--- src/pkg/eil_pkg.sv ---
// Constants for the external interrupt latch block
package eil_pkg;
	// Register word offset (byte address)
	localparam logic [7:0] EIL_SCR_OFF = 8'h00;
	localparam logic [7:0] EIL_BRK_OFF = 8'h04;
	// Status and control field positions
	localparam int EIL_MODE_BIT = 0;
	localparam int EIL_MASK_BIT = 1;
	localparam int EIL_ACK_BIT = 2;
	localparam int EIL_FLAG_BIT = 3;
	// Break control field position
	localparam int EIL_BREAK_CLEAR_ENABLE_BIT = 0;
	// Reset values
	localparam logic EIL_MODE_RST = 1'b0;
	localparam logic EIL_MASK_RST = 1'b0;
	localparam logic EIL_BREAK_CLEAR_ENABLE_RST = 1'b0;
	// Handler vector locations
	localparam logic [15:0] EIL_VEC_HI = 16'hfffa;
	localparam logic [15:0] EIL_VEC_LO = 16'hfffb;
endpackage

--- src/logic/eil_ext_int_latch.sv ---
// External interrupt latch with APB register access
`timescale 1ns/100ps
module eil_ext_int_latch (
	// Clock and reset
	input wire logic clk_i,
	input wire logic rst_i,
	// APB slave
	input wire logic psel_i,
	input wire logic penable_i,
	input wire logic pwrite_i,
	input wire logic [7:0] paddr_i,
	input wire logic [31:0] pwdata_i,
	output logic [31:0] prdata_o,
	output logic pready_o,
	output logic pslverr_o,
	// Pin and CPU side
	input wire logic irq_n_i,
	input wire logic vector_fetch_i,
	input wire logic break_state_i,
	output logic cpu_irq_o,
	output logic [15:0] vector_addr_hi_o,
	output logic [15:0] vector_addr_lo_o,
	output logic pin_level_o
);
	import eil_pkg::*;

	// ************
	// Elaboration checks
	// ************
	// Field and offset sanity
	localparam int WORD_TOP = 31;
	localparam logic [1:0] FILL_DONE = 2'h3;
	localparam bit FIELDS_FIT = (EIL_MODE_BIT <= WORD_TOP) && (EIL_MASK_BIT <= WORD_TOP)
		&& (EIL_ACK_BIT <= WORD_TOP) && (EIL_FLAG_BIT <= WORD_TOP)
		&& (EIL_BREAK_CLEAR_ENABLE_BIT <= WORD_TOP);
	localparam bit FIELDS_APART = (EIL_MODE_BIT != EIL_MASK_BIT)
		&& (EIL_MODE_BIT != EIL_ACK_BIT) && (EIL_MODE_BIT != EIL_FLAG_BIT)
		&& (EIL_MASK_BIT != EIL_ACK_BIT) && (EIL_MASK_BIT != EIL_FLAG_BIT)
		&& (EIL_ACK_BIT != EIL_FLAG_BIT);
	localparam bit OFFS_OK = (EIL_SCR_OFF[1:0] == 2'h0) && (EIL_BRK_OFF[1:0] == 2'h0)
		&& (EIL_SCR_OFF != EIL_BRK_OFF);

	// Refuse a field map that the decode and readback cannot serve
	if (!FIELDS_FIT) begin : g_fields_fit
		$error("Register field outside the data word");
	end
	if (!FIELDS_APART) begin : g_fields_apart
		$error("Register fields overlap");
	end
	if (!OFFS_OK) begin : g_offs_ok
		$error("Register offsets are not distinct aligned words");
	end

	// ************
	// Pin sampling
	// ************
	logic pin_sync;
	logic prev_r;
	logic [1:0] fill_r;
	logic fill_done;
	logic fall;
	logic pin_low;

	// Two flip-flops before any logic reads the pin
	eil_pin_sync #(
		.STAGES(2),
		.IDLE_LVL(1'b1)
	) eil_pin_sync_inst (
		.clk_i(clk_i),
		.rst_i(rst_i),
		.pin_i(irq_n_i),
		.sync_o(pin_sync)
	);

	// History stage holds the previous clock's sample
	always_ff @(posedge clk_i or posedge rst_i) begin
		if (rst_i) begin
			prev_r <= 1'b1;
		end else begin
			prev_r <= pin_sync;
		end
	end

	// Reset values in the chain are not real samples: a pin held low
	// through reset must not look like a falling edge after release
	always_ff @(posedge clk_i or posedge rst_i) begin
		if (rst_i) begin
			fill_r <= 2'h0;
		end else if (!fill_done) begin
			fill_r <= fill_r + 2'h1;
		end
	end
	assign fill_done = (fill_r == FILL_DONE);

	// High sample then low sample on the next clock
	assign fall = prev_r & ~pin_sync & fill_done;
	assign pin_low = ~pin_sync;

	// ************
	// Register decode
	// ************
	logic scr_sel;
	logic brk_sel;
	logic access;
	logic rd_setup;
	logic wr_en;

	// Word decode
	assign scr_sel = (paddr_i == EIL_SCR_OFF);
	assign brk_sel = (paddr_i == EIL_BRK_OFF);
	// Access phase of any transfer; the slave never stretches it
	assign access = psel_i & penable_i;
	// Read data is captured in the setup cycle and stands through the access phase
	assign rd_setup = psel_i & ~penable_i & ~pwrite_i;
	assign wr_en = access & pwrite_i;
	assign pready_o = 1'b1;
	// Unmapped words answer with an error; writes to them are dropped
	assign pslverr_o = access & ~scr_sel & ~brk_sel;

	// ************
	// Control registers
	// ************
	logic mode_r;
	logic mask_r;
	logic break_clear_enable_r;
	logic mode_nxt;
	logic mask_nxt;
	logic break_clear_enable_nxt;

	// Field writes of the status and control word
	always_comb begin
		mode_nxt = mode_r;
		mask_nxt = mask_r;
		if (wr_en & scr_sel) begin
			mode_nxt = pwdata_i[EIL_MODE_BIT];
			mask_nxt = pwdata_i[EIL_MASK_BIT];
		end
	end

	always_comb begin
		break_clear_enable_nxt = break_clear_enable_r;
		if (wr_en & brk_sel) begin
			break_clear_enable_nxt = pwdata_i[EIL_BREAK_CLEAR_ENABLE_BIT];
		end
	end

	// Sensitivity select, edge-only out of reset
	always_ff @(posedge clk_i or posedge rst_i) begin
		if (rst_i) begin
			mode_r <= EIL_MODE_RST;
		end else begin
			mode_r <= mode_nxt;
		end
	end

	// Request mask, clear out of reset
	always_ff @(posedge clk_i or posedge rst_i) begin
		if (rst_i) begin
			mask_r <= EIL_MASK_RST;
		end else begin
			mask_r <= mask_nxt;
		end
	end

	// Break clear enable, clear out of reset
	always_ff @(posedge clk_i or posedge rst_i) begin
		if (rst_i) begin
			break_clear_enable_r <= EIL_BREAK_CLEAR_ENABLE_RST;
		end else begin
			break_clear_enable_r <= break_clear_enable_nxt;
		end
	end

	// ************
	// Acknowledge
	// ************
	logic brk_block;
	logic sw_ack;
	logic vec_ack;
	logic ack;
	logic req_pend;

	// In break with clear-enable low an acknowledge write is dropped
	assign brk_block = break_state_i & ~break_clear_enable_r;
	// A one in the acknowledge bit; the bit itself stores nothing
	assign sw_ack = wr_en & scr_sel & pwdata_i[EIL_ACK_BIT] & ~brk_block;
	// A vector fetch acknowledges any pending request, masked or not
	assign vec_ack = vector_fetch_i & req_pend;
	assign ack = sw_ack | vec_ack;

	// ************
	// Request state
	// ************
	// Acked remembers an acknowledge taken while the pin was still low
	typedef enum logic [1:0] {
		EIL_REQ_IDLE = 2'b00,
		EIL_REQ_PEND = 2'b01,
		EIL_REQ_ACKED = 2'b10
	} eil_req_t;
	eil_req_t state_r;
	eil_req_t state_nxt;

	// Next request state
	always_comb begin
		state_nxt = state_r;
		case (state_r)
			EIL_REQ_IDLE: begin
				// Any falling edge latches, also after an acknowledge
				if (fall) begin
					state_nxt = EIL_REQ_PEND;
				end
			end
			EIL_REQ_PEND: begin
				if (fall) begin
					// Set wins over a simultaneous acknowledge
					state_nxt = EIL_REQ_PEND;
				end else if (ack & mode_r & pin_low) begin
					// Still pending while the pin stays low
					state_nxt = EIL_REQ_ACKED;
				end else if (ack) begin
					state_nxt = EIL_REQ_IDLE;
				end
			end
			EIL_REQ_ACKED: begin
				if (fall) begin
					state_nxt = EIL_REQ_PEND;
				end else if (~mode_r) begin
					// Back in edge-only mode the request waits for a fresh acknowledge
					state_nxt = EIL_REQ_PEND;
				end else if (~pin_low) begin
					// Pin back high after the acknowledge
					state_nxt = EIL_REQ_IDLE;
				end
			end
			default: begin
				state_nxt = EIL_REQ_IDLE;
			end
		endcase
	end

	// Reset removes any request even with the pin low
	always_ff @(posedge clk_i or posedge rst_i) begin
		if (rst_i) begin
			state_r <= EIL_REQ_IDLE;
		end else begin
			state_r <= state_nxt;
		end
	end

	assign req_pend = (state_r != EIL_REQ_IDLE);

	// ************
	// Outputs
	// ************
	// Masked requests never reach the priority logic
	assign cpu_irq_o = req_pend & ~mask_r;
	assign vector_addr_hi_o = EIL_VEC_HI;
	assign vector_addr_lo_o = EIL_VEC_LO;
	// Synchronised pin level, high while the pin is high
	assign pin_level_o = pin_sync;

	// ************
	// Readback
	// ************
	logic [31:0] rd_nxt;

	// Flag shows the request regardless of the mask; acknowledge reads zero
	always_comb begin
		rd_nxt = 32'h0;
		if (scr_sel) begin
			rd_nxt[EIL_MODE_BIT] = mode_r;
			rd_nxt[EIL_MASK_BIT] = mask_r;
			rd_nxt[EIL_FLAG_BIT] = req_pend;
		end else if (brk_sel) begin
			rd_nxt[EIL_BREAK_CLEAR_ENABLE_BIT] = break_clear_enable_r;
		end
	end

	// Captured in the setup cycle so the word stands through the access phase
	always_ff @(posedge clk_i or posedge rst_i) begin
		if (rst_i) begin
			prdata_o <= 32'h0;
		end else if (rd_setup) begin
			prdata_o <= rd_nxt;
		end
	end
endmodule // eil_ext_int_latch

// ************
// Pin synchroniser
// ************
module eil_pin_sync #(
	parameter int STAGES = 2,
	parameter logic IDLE_LVL = 1'b1
) (
	// Clock and reset
	input wire logic clk_i,
	input wire logic rst_i,
	// Raw pin and synchronised level
	input wire logic pin_i,
	output logic sync_o
);
	logic [STAGES-1:0] chain_r;

	// A single stage cannot settle a metastable sample
	if (STAGES < 2) begin : g_stages_ok
		$error("Synchroniser needs at least two stages");
	end

	// Reset level matches the idle pin
	always_ff @(posedge clk_i or posedge rst_i) begin
		if (rst_i) begin
			chain_r <= {STAGES{IDLE_LVL}};
		end else begin
			chain_r <= {chain_r[STAGES-2:0], pin_i};
		end
	end

	assign sync_o = chain_r[STAGES-1];
endmodule // eil_pin_sync

--- config.mk ---
export PLATFORM = sky130hd
export DESIGN_NAME = eil_ext_int_latch
export DESIGN_NICKNAME = d
export VERILOG_FILES = /design/src/pkg/eil_pkg.sv /design/src/logic/eil_ext_int_latch.sv
export SDC_FILE = /design/constraint.sdc
export NUM_CORES = 1
export LEC_CHECK = 0
export BUFFER_PORTS_ARGS = -buffer_cell sky130_fd_sc_hd__buf_4
export CORE_MARGIN = 3
export CORE_UTILIZATION = 35
export CTS_CLUSTER_SIZE = 25
export DETAILED_ROUTE_END_ITERATION = 12
export MAX_ROUTING_LAYER = met4
export PLACE_DENSITY_LB_ADDON = 0.2
export SLEW_MARGIN = 10
export SYNTH_ARGS = -nofsm -noshare
export SYNTH_HDL_FRONTEND = slang
export SYNTH_SLANG_ARGS = --single-unit
--- constraint.sdc ---
create_clock -name clk_i -period 1.35 [get_ports clk_i]
set_clock_uncertainty 0.05 [all_clocks]
set_input_delay 0.135 -clock clk_i [delete_from_list [all_inputs] [get_ports clk_i]]
set_output_delay 0.135 -clock clk_i [all_outputs]
set_load 0.05 [all_outputs]
==> flow_metrics.env, run 1 <==
export IMPL_hold_path_class="primary input to register"
export IMPL_stdcell_count=198
export IMPL_critPathCapture="pslverr_o"
export IMPL_num_rows=19
export IMPL_avgSynthCellArea_sq_um=9.238
export IMPL_startpoint_type="primary input"
export IMPL_ys_seq_elements=13
export IMPL_grt_pass1_vias=629
export IMPL_drive_above_1_share_pct=30.77
export IMPL_startpoint="paddr_i[5]"
export IMPL_endpoint_kind="output port"
export IMPL_busiest_layer="met2"
export IMPL_min_from="pwdata_i[1]"
export IMPL_netlist_instances=120
export IMPL_crit_type="primary input to output port"
export IMPL_synth_yosys_seq_area_share_pct=29.68
export IMPL_antenna_found_initial=0
export IMPL_ant_nets=0
export IMPL_dieArea_sq_mm=0.003879
export IMPL_fillers=291
export IMPL_grtUsageMet1_pct=8.575
export IMPL_clockBufferDepth=2
export IMPL_final_common_cell="conb_1"
export IMPL_synth_top_area_share_pct=41.99
export IMPL_multi_input_area_sq_um=549.3
export IMPL_clock_root_buffer="clkbuf_4"
export IMPL_slew_violations=0
export IMPL_ys_warn_count=0
export IMPL_place_congestion=0.7462
export IMPL_use_met2_pct=17.20
export IMPL_finalWorstSetupSlack_ns=-0.09738
export IMPL_finalHoldViolations=0
export IMPL_synth_distinct_cells=31
export IMPL_post_dp_hpwl_mm=1.581
export IMPL_cap_violations=0
export IMPL_htree_levels=1
export IMPL_core_area_sq_mm=0.002877
export IMPL_firstDrtPassIters=4
export IMPL_layout_cells_most_common_list="conb_1, buf_4, dfrtp_1, nand2_1"
export IMPL_final_nets=206
export IMPL_powerDensity_mw_per_mm2=978.1
export IMPL_r2r_start="fill_r[0]$_DFFE_PP0N_"
export IMPL_fin_util_pct=43.24
export IMPL_area_delta_synth_final_pct=12.19
export IMPL_required_ns=1.16
export IMPL_setup_tns_ns=-0.1675
export IMPL_drtIter0Drc=3
export IMPL_drt_wl_total_mm=1.893
export IMPL_synth_largest_area_cell="buf_4"
export IMPL_synth_area_leaders="buf_4, dfrtp_1, dfstp_2, mux2_1, a22o_1"
export IMPL_fmax_mhz=690.9
export IMPL_max_slew_worst_pin_slew_ns=0.5033
export IMPL_wl_per_cell_microns=9.561
export IMPL_place_area_sq_mm=0.001142
export IMPL_cp_arrival_ns=1.26
export IMPL_cts_tree="done"
export IMPL_failed_checks="setup timing"
export IMPL_die_h_microns=62.28
export IMPL_rsz0062_at_grt="yes"
export IMPL_grt_overflow=0
export IMPL_io_buffers=24
export IMPL_grtUsageTotal_pct=9.023
export IMPL_ioPinCount=116
export IMPL_leakage_uw=0.0006753
export IMPL_peakVddDrop_v=0.0004735
export IMPL_dp_cells=189
export IMPL_viasPerCell=3.652
export IMPL_use_met3_pct=4.144
export IMPL_syn_cell_area_sq_mm=0.001109
export IMPL_dieWidth_microns=62.28
export IMPL_rrSetupSlack_ns=0.06
export IMPL_dr_total_vias=723
export IMPL_grt_max_degree=14
export IMPL_setup_viol=2
export IMPL_cts_sinks=13
export IMPL_reg2reg_depth=4
export IMPL_critPathMaxFanout=2
export IMPL_clock_latency_ns=0.27
export IMPL_relSlewSlack_pct=66.41
export IMPL_period_share_pct=107.2
export IMPL_regArea_sq_um=329.1
export IMPL_design_area_sq_mm=0.001244
export IMPL_status="complete, but fails checks"
export IMPL_clk_pin_slew_worst_paths_ns=0.07
export IMPL_drc_errors=0
export IMPL_antenna_cells=0
export IMPL_start_util_pct=38.54
export IMPL_r2r_end="state_r[1]$_DFFE_PP0P_"
export IMPL_min_period_ns=1.447
export IMPL_cts_made_buffers=3
export IMPL_grt_first_pass_wirelength_mm=2.780
[where the power goes]
group	leakage, uW	total (uW)	internal [uW]	switching [uW]
registers	0.000158	421	406	15.0
clock network	0.0000150	232	114	118
logic	0.000502	563	89.5	473
total	0.000675	1220	610	606
[logic make-up after synthesis]
kind of cell | synth area share (%)
buf+inv | 43.00
fa+ha+maj | 1.128
other cells | 0.6775
compound gates | 5.870
xor+xnor | 0.7902
simple gates | 13.88
mux | 4.966
flops | 29.68
[synth_stat cells]
library cell  instances
buf_4                62
dfrtp_1              10
nand2_1               5
nor2_1                5
a22o_1                3
dfstp_2               3
mux2_1                3
and3_1                2
conb_1                2
inv_1                 2
nor2b_1               2
o21ai_1               2
a211oi_1              1
a21oi_1               1
a31oi_1               1
a41o_1                1
and2_1                1
and4b_1               1
clkbuf_1              1
ha_1                  1
mux2_2                1
mux2i_1               1
nand2b_1              1
nand3b_1              1
nand4_1               1
nor2_2                1
nor4_4                1
or3b_1                1
or4_1                 1
or4_4                 1
xnor2_1               1
[per-layer routing]
layer | share of wire (%) | vias up
met3 | 11 | 0
li1 | - | 341
met1 | 35 | 338
met5 | 0 | -
met4 | 0 | 0
met2 | 54 | 44
[state kept, by name, summed over array words and instances, names as in the netlist]
name / cells
state_r: 2
eil_pin_sync_inst.chain_r: 2
break_clear_enable_r: 1
prdata_o: 3
prev_r: 1
mode_r: 1
mask_r: 1
fill_r: 2
[worst max-delay path, stage by stage]
cell and delay [ns]:
buf_6 0.09, or4_4 0.54, nor4_4 0.16, buf_4 0.16, nor2_2 0.04, buf_6 0.14
[area by class of cell]
type                    count  share of cell area [%]
multi-input cells         102                   44.17
flip-flops and latches     13                   26.46
repair buffers             35                   22.43
well taps                  42                   4.225
clock buffers               4                   2.113
inverters                   2                  0.6036
[what timing repair did]
item                                    CTS  global route
resized for setup                         7             2
buffers inserted                          3             0
hold buffers                              2             0
endpoints found under the hold margin    11             0
endpoints found under the setup margin    2             6
pin swaps                                 1             1
[stage by stage]
stage / total power (uW) / worst slack (ns) / hold slack [ns]
after floorplan: 1029 / -0.1904 / -0.04019
after global placement: 969.6 / -0.2680 / 0.1356
after detailed placement: 973.7 / -0.2929 / 0.1483
after CTS: 1218 / -0.09495 / 0.02508
after global routing: 1272 / -0.1367 / 0.02376
final: 1216 / -0.09738 / 0.02572
[worst min path at each step]
stage                                             to  slack, ns  cells after the start
floorplan           break_clear_enable_r$_DFFE_PP0P_      -0.04                      1
global placement               fill_r[0]$_DFFE_PP0N_       0.14                      2
detailed placement             fill_r[0]$_DFFE_PP0N_       0.15                      2
CTS                               mask_r$_DFFE_PP0N_       0.03                      2
global route                      mask_r$_DFFE_PP0N_       0.02                      2
finish                            mask_r$_DFFE_PP0N_       0.03                      2
Note: power is estimated with default switching activity, not from simulation.
==> run 2, diff against run 1 <==
--- a/config.mk
+++ b/config.mk
@@ -12,6 +12,7 @@
 export DETAILED_ROUTE_END_ITERATION = 12
 export MAX_ROUTING_LAYER = met4
 export PLACE_DENSITY_LB_ADDON = 0.2
+export REMOVE_ABC_BUFFERS = 1
 export SLEW_MARGIN = 10
 export SYNTH_ARGS = -nofsm -noshare
 export SYNTH_HDL_FRONTEND = slang
==> run 2 against run 1 <==
Power up 0.15%. Final cell count increased by 0.51%. Largest cell class unchanged. Sequential power barely moved. Largest power group unchanged. Non-clock buffer count grew 1. The flow still finishes with violations (setup timing). Global-route usage rose by 0.86 points. Sequential share of layout area is 0.26 points lower. Fmax decreased by 0.58%. Clock power hardly changed. Sequential cell count unchanged. Die area unchanged. Register-to-register slack improved by 0.05 ns. Highest routed layer is now met4. Critical path depth unchanged.
==> flow_metrics.env, run 2 (synthesized netlist as in run 1, its figures left out) <==
export IMPL_place_congestion=0.7279
export IMPL_hold_path_class="primary input to register"
export IMPL_cap_violations=0
export IMPL_ioPinCount=116
export IMPL_drive_above_1_share_pct=31.85
export IMPL_required_ns=1.16
export IMPL_core_area_sq_mm=0.002877
export IMPL_failed_checks="setup timing"
export IMPL_grt_pass1_vias=625
export IMPL_stdcell_count=199
export IMPL_cts_made_buffers=3
export IMPL_dr_total_vias=727
export IMPL_layout_cells_most_common_list="conb_1, buf_4, dfrtp_1, nand2_1"
export IMPL_clockBufferDepth=2
export IMPL_rrSetupSlack_ns=0.11
export IMPL_startpoint_type="primary input"
export IMPL_clock_root_buffer="clkbuf_4"
export IMPL_wl_per_cell_microns=10.02
export IMPL_critPathMaxFanout=2
export IMPL_ant_nets=0
export IMPL_pre_cts_ws_ns=-0.3025
export IMPL_dp_cells=189
export IMPL_num_rows=19
export IMPL_grtUsageTotal_pct=9.883
export IMPL_die_h_microns=62.28
export IMPL_finalHoldViolations=0
export IMPL_period_share_pct=107.8
export IMPL_start_util_pct=38.54
export IMPL_firstDrtPassIters=4
export IMPL_reg2reg_depth=4
export IMPL_grt_max_degree=14
export IMPL_clock_latency_ns=0.27
export IMPL_final_nets=207
export IMPL_antenna_cells=0
export IMPL_min_period_ns=1.456
export IMPL_largest_register_ffs=3
export IMPL_regMostFlops="prdata_o"
export IMPL_hold_slack_ns=0.03201
export IMPL_min_path_cells=2
export IMPL_crit_type="primary input to output port"
export IMPL_final_common_cell="conb_1"
export IMPL_slew_violations=0
export IMPL_finalWorstSetupSlack_ns=-0.1058
export IMPL_dieArea_sq_mm=0.003879
export IMPL_rsz0062_at_grt="yes"
export IMPL_drtIter0Drc=9
export IMPL_powerDensity_mw_per_mm2=969.8
export IMPL_drc_errors=0
export IMPL_grt_first_pass_wirelength_mm=3.015
export IMPL_dieWidth_microns=62.28
export IMPL_cp_arrival_ns=1.27
export IMPL_antenna_found_initial=0
export IMPL_peakVddDrop_v=0.0004849
export IMPL_htree_levels=1
export IMPL_max_slew_worst_pin_slew_ns=0.5047
export IMPL_area_delta_synth_final_pct=13.32
export IMPL_drt_wl_total_mm=1.994
export IMPL_setup_viol=2
export IMPL_clk_pin_slew_worst_paths_ns=0.08
export IMPL_status="complete, but fails checks"
export IMPL_fmax_mhz=686.9
export IMPL_grt_overflow=0
export IMPL_cts_sinks=13
export IMPL_io_buffers=24
export IMPL_relSlewSlack_pct=66.32
export IMPL_p_total_uw=1218
export IMPL_cts_tree="done"
export IMPL_endpoint_kind="output port"
export IMPL_leakage_uw=0.0006808
export IMPL_viasPerCell=3.653
export IMPL_post_dp_hpwl_mm=1.636
==> run 2: cell count changes in the layout (fill, tap and decap cells not counted), sizes merged <==
cell  before  now
buf       33   34
==> run 2: cell type report <==
type	count	area (sq um)
Inverter	2	7.507
Fill cell	295	1620
Timing Repair Buffer	36	286.5
Clock buffer	4	26.28
Tap cell	42	52.55
Sequential cell	13	329.1
Multi-Input combinational cell	102	554.3
==> run 2: power breakdown <==
part | leakage [uW] | internal [uW] | switching [uW]
registers | 0.000158 | 406 | 16.3
clock network | 0.0000150 | 114 | 119
logic | 0.000507 | 88.8 | 473
==> run 2: per-layer routing <==
| layer | part of all wire (%) | vias up | wire [microns] | GRT usage (%) |
|---|---|---|---|---|
| li1 | - | 346 | - | - |
| met1 | 34 | 329 | 682 | 9.911 |
| met2 | 52 | 50 | 1046 | 17.34 |
| met3 | 13 | 2 | 258 | 5.225 |
| met4 | 0.40 | 0 | 8 | 1.653 |
| met5 | 0 | - | 0 | - |
==> run 2: critical path, stage by stage <==
cell and delay (ns):
buf_6 0.09, or4_4 0.54, nor4_4 0.16, buf_4 0.16, nor2_2 0.04, buf_6 0.14
==> run 2: repair_timing <==
item | in CTS | in global routing
resized for setup | 4 | 6
setup buffers | 2 | 2
pin swaps | 1 | 2
hold buffers | 2 | 0
hold endpoints to repair | 11 | 0
setup endpoints to repair | 2 | 7
==> run 2: path summary, 6_finish.rpt <==
path | from | to
hold reg to reg | eil_pin_sync_inst.chain_r[0]$_DFF_PP1_ | eil_pin_sync_inst.chain_r[1]$_DFF_PP1_
setup reg to reg | fill_r[0]$_DFFE_PP0N_ | state_r[1]$_DFFE_PP0P_
max in group asynchronous | rst_i | eil_pin_sync_inst.chain_r[0]$_DFF_PP1_
setup / recovery | paddr_i[5] | pslverr_o
min in group asynchronous | rst_i | state_r[1]$_DFFE_PP0P_
hold / removal | pwdata_i[1] | mask_r$_DFFE_PP0N_
==> run 2: metrics by stage <==
stage	setup TNS (ns)	cell area, sq um	util (%)
finish	-0.1720	1256	43.67
global route	-0.2880	1256	43.67
CTS	-0.1359	1217	42.32
detailed placement	-1.211	1142	39.71
global placement	-1.076	1142	39.71
floorplan	-0.3135	864.6	-
==> run 3, diff against run 2 <==
--- a/config.mk
+++ b/config.mk
@@ -12,6 +12,7 @@
 export DETAILED_ROUTE_END_ITERATION = 12
 export MAX_ROUTING_LAYER = met4
 export PLACE_DENSITY_LB_ADDON = 0.2
+export RECOVER_POWER = 25
 export REMOVE_ABC_BUFFERS = 1
 export SLEW_MARGIN = 10
 export SYNTH_ARGS = -nofsm -noshare
==> run 3 against run 2 <==
The flow still finishes with violations (setup timing). Largest power group unchanged. Design area is the same. Sequential cell count unchanged. Final cell count is the same. Critical path depth unchanged. First-iteration DRC count unchanged. Combinational power about the same.
==> flow_metrics.env, run 3 (synthesized netlist as in run 1, its figures left out) <==
export IMPL_critPathMaxFanout=2
export IMPL_grt_first_pass_wirelength_mm=3.015
export IMPL_drt_wl_total_mm=1.997
export IMPL_switching_share_pct=50.00
export IMPL_dieWidth_microns=62.28
export IMPL_pwr_share_clk_pct=19.2
export IMPL_crit_type="primary input to output port"
export IMPL_place_congestion=0.7279
export IMPL_start_util_pct=38.54
export IMPL_rsz0062_at_grt="yes"
export IMPL_hold_path_class="primary input to register"
export IMPL_cp_arrival_ns=1.27
export IMPL_finalWorstSetupSlack_ns=-0.1058
export IMPL_crit_buf_inv=3
export IMPL_max_slew_worst_pin_slew_ns=0.5047
export IMPL_crit_path_top_delay_cell="or4_4"
export IMPL_failed_checks="setup timing"
export IMPL_endpoint_kind="output port"
export IMPL_die_h_microns=62.28
export IMPL_rrSetupSlack_ns=0.11
export IMPL_drtIter0Drc=9
export IMPL_cts_made_buffers=3
export IMPL_dr_total_vias=726
export IMPL_ant_nets=0
export IMPL_setup_viol=2
export IMPL_antenna_cells=0
export IMPL_grt_pass1_vias=625
export IMPL_finalHoldViolations=0
export IMPL_clk_pin_slew_worst_paths_ns=0.08
export IMPL_final_common_cell="conb_1"
export IMPL_area_delta_synth_final_pct=13.32
export IMPL_viasPerCell=3.648
export IMPL_crit_chain="buf_6 > or4_4 > nor4_4 > buf_4 > nor2_2 > buf_6"
export IMPL_path_common_cell="buf_6"
export IMPL_final_nets=207
export IMPL_leakage_uw=0.0006798
export IMPL_fmax_mhz=686.9
export IMPL_io_buffers=24
export IMPL_crit_family="simple AND/OR/NAND/NOR gates"
export IMPL_slew_violations=0
export IMPL_post_dp_hpwl_mm=1.636
export IMPL_startpoint_type="primary input"
export IMPL_pwr_share_seq_pct=34.7
export IMPL_num_rows=19
export IMPL_layout_cells_most_common_list="conb_1, buf_4, dfrtp_1, clkbuf_4, nand2_1"
export IMPL_pre_cts_ws_ns=-0.3025
export IMPL_grtUsageTotal_pct=9.883
export IMPL_regMostFlops="prdata_o"
export IMPL_p_sw_uw=608.6
export IMPL_cts_tree="done"
export IMPL_peakVddDrop_v=0.0004826
export IMPL_wl_per_cell_microns=10.04
export IMPL_antenna_found_initial=0
export IMPL_fillers=295
export IMPL_critical_path_max_stage_delay_ns=0.54
export IMPL_relSlewSlack_pct=66.31
export IMPL_p_int_uw=608.6
export IMPL_drive_above_1_share_pct=31.21
export IMPL_p_total_uw=1217
export IMPL_cts_sinks=13
export IMPL_cap_violations=0
export IMPL_powerDensity_mw_per_mm2=968.9
export IMPL_drc_errors=0
export IMPL_period_share_pct=107.8
export IMPL_firstDrtPassIters=4
export IMPL_ioPinCount=116
export IMPL_status="complete, but fails checks"
export IMPL_power_frac_comb_pct=46.2
export IMPL_htree_levels=1
export IMPL_core_area_sq_mm=0.002877
export IMPL_dieArea_sq_mm=0.003879
export IMPL_clockBufferDepth=2
export IMPL_required_ns=1.16
export IMPL_min_period_ns=1.456
export IMPL_grt_max_degree=14
export IMPL_grt_overflow=0
export IMPL_largest_register_ffs=3
export IMPL_clock_latency_ns=0.27
export IMPL_clock_root_buffer="clkbuf_4"
run 3: cell types whose count changed in the layout (fill, tap and decap cells not counted), sizes merged:
cell	delta
clkbuf	+2
buf	-2
run 3: worst paths after layout:
path,endpoint,cells after the start,from
setup / recovery,pslverr_o,6,paddr_i[5]
hold / removal,mask_r$_DFFE_PP0N_,2,pwdata_i[1]
setup reg to reg,state_r[1]$_DFFE_PP0P_,4,fill_r[0]$_DFFE_PP0N_
hold reg to reg,eil_pin_sync_inst.chain_r[1]$_DFF_PP1_,0,eil_pin_sync_inst.chain_r[0]$_DFF_PP1_
max in group asynchronous,eil_pin_sync_inst.chain_r[0]$_DFF_PP1_,3,rst_i
min in group asynchronous,state_r[1]$_DFFE_PP0P_,3,rst_i
run 3: through the flow:
stage | cell area [sq um] | hold slack, ns | utilization, % | cells | setup TNS, ns
after floorplan | 864.6 | -0.04019 | - | 117 | -0.3135
after global placement | 1142 | 0.1359 | 39.71 | 189 | -1.076
after detailed placement | 1142 | 0.1470 | 39.71 | 189 | -1.211
after CTS | 1217 | 0.02467 | 42.32 | 197 | -0.1359
after global routing | 1256 | 0.02486 | 43.67 | 199 | -0.2880
final | 1256 | 0.03201 | 43.67 | 199 | -0.1720
run 3: worst register-to-register path, stage by stage (launching register included):
cell	delay (ns)
dfrtp_1	0.40
ha_1	0.28
a211oi_2	0.28
nand4_1	0.11
nand2_1	0.07
run 3: area by class of cell:
| cell class | instances | area, sq um | share of cell area, % |
|---|---|---|---|
| multi-input combinational | 102 | 554.3 | 44.12 |
| clock buffer | 4 | 26.28 | 2.092 |
| sequential | 13 | 329.1 | 26.20 |
| timing repair buffer | 36 | 286.5 | 22.81 |
| inverter | 2 | 7.507 | 0.5976 |
| tap | 42 | 52.55 | 4.183 |
run 3: power by group through the flow:
| stage | Combinational (uW) | Sequential [uW] | Clock [uW] |
|---|---|---|---|
| finish | 562 | 422 | 233 |
| global route | 587 | 425 | 264 |
| CTS | 556 | 421 | 248 |
| detailed placement | 547 | 428 | 0 |
| global placement | 545 | 427 | 0 |
| floorplan | 456 | 431 | 0 |
run 3: layer usage:
| metal | share of wire (%) | vias to the layer above | wire [microns] | track usage [%] |
|---|---|---|---|---|
| met5 | 0 | - | 0 | - |
| met4 | 0.40 | 0 | 8 | 1.653 |
| li1 | - | 346 | - | - |
| met1 | 34 | 328 | 683 | 9.911 |
| met3 | 13 | 2 | 258 | 5.225 |
| met2 | 52 | 50 | 1048 | 17.34 |
run 3: what timing repair did:
item / CTS / global route
setup buffers: 2 / 2
pin swaps: 1 / 2
endpoints found under the hold margin: 11 / 0
gates resized for setup: 4 / 6
setup endpoints to repair: 2 / 7
hold buffers: 2 / 0
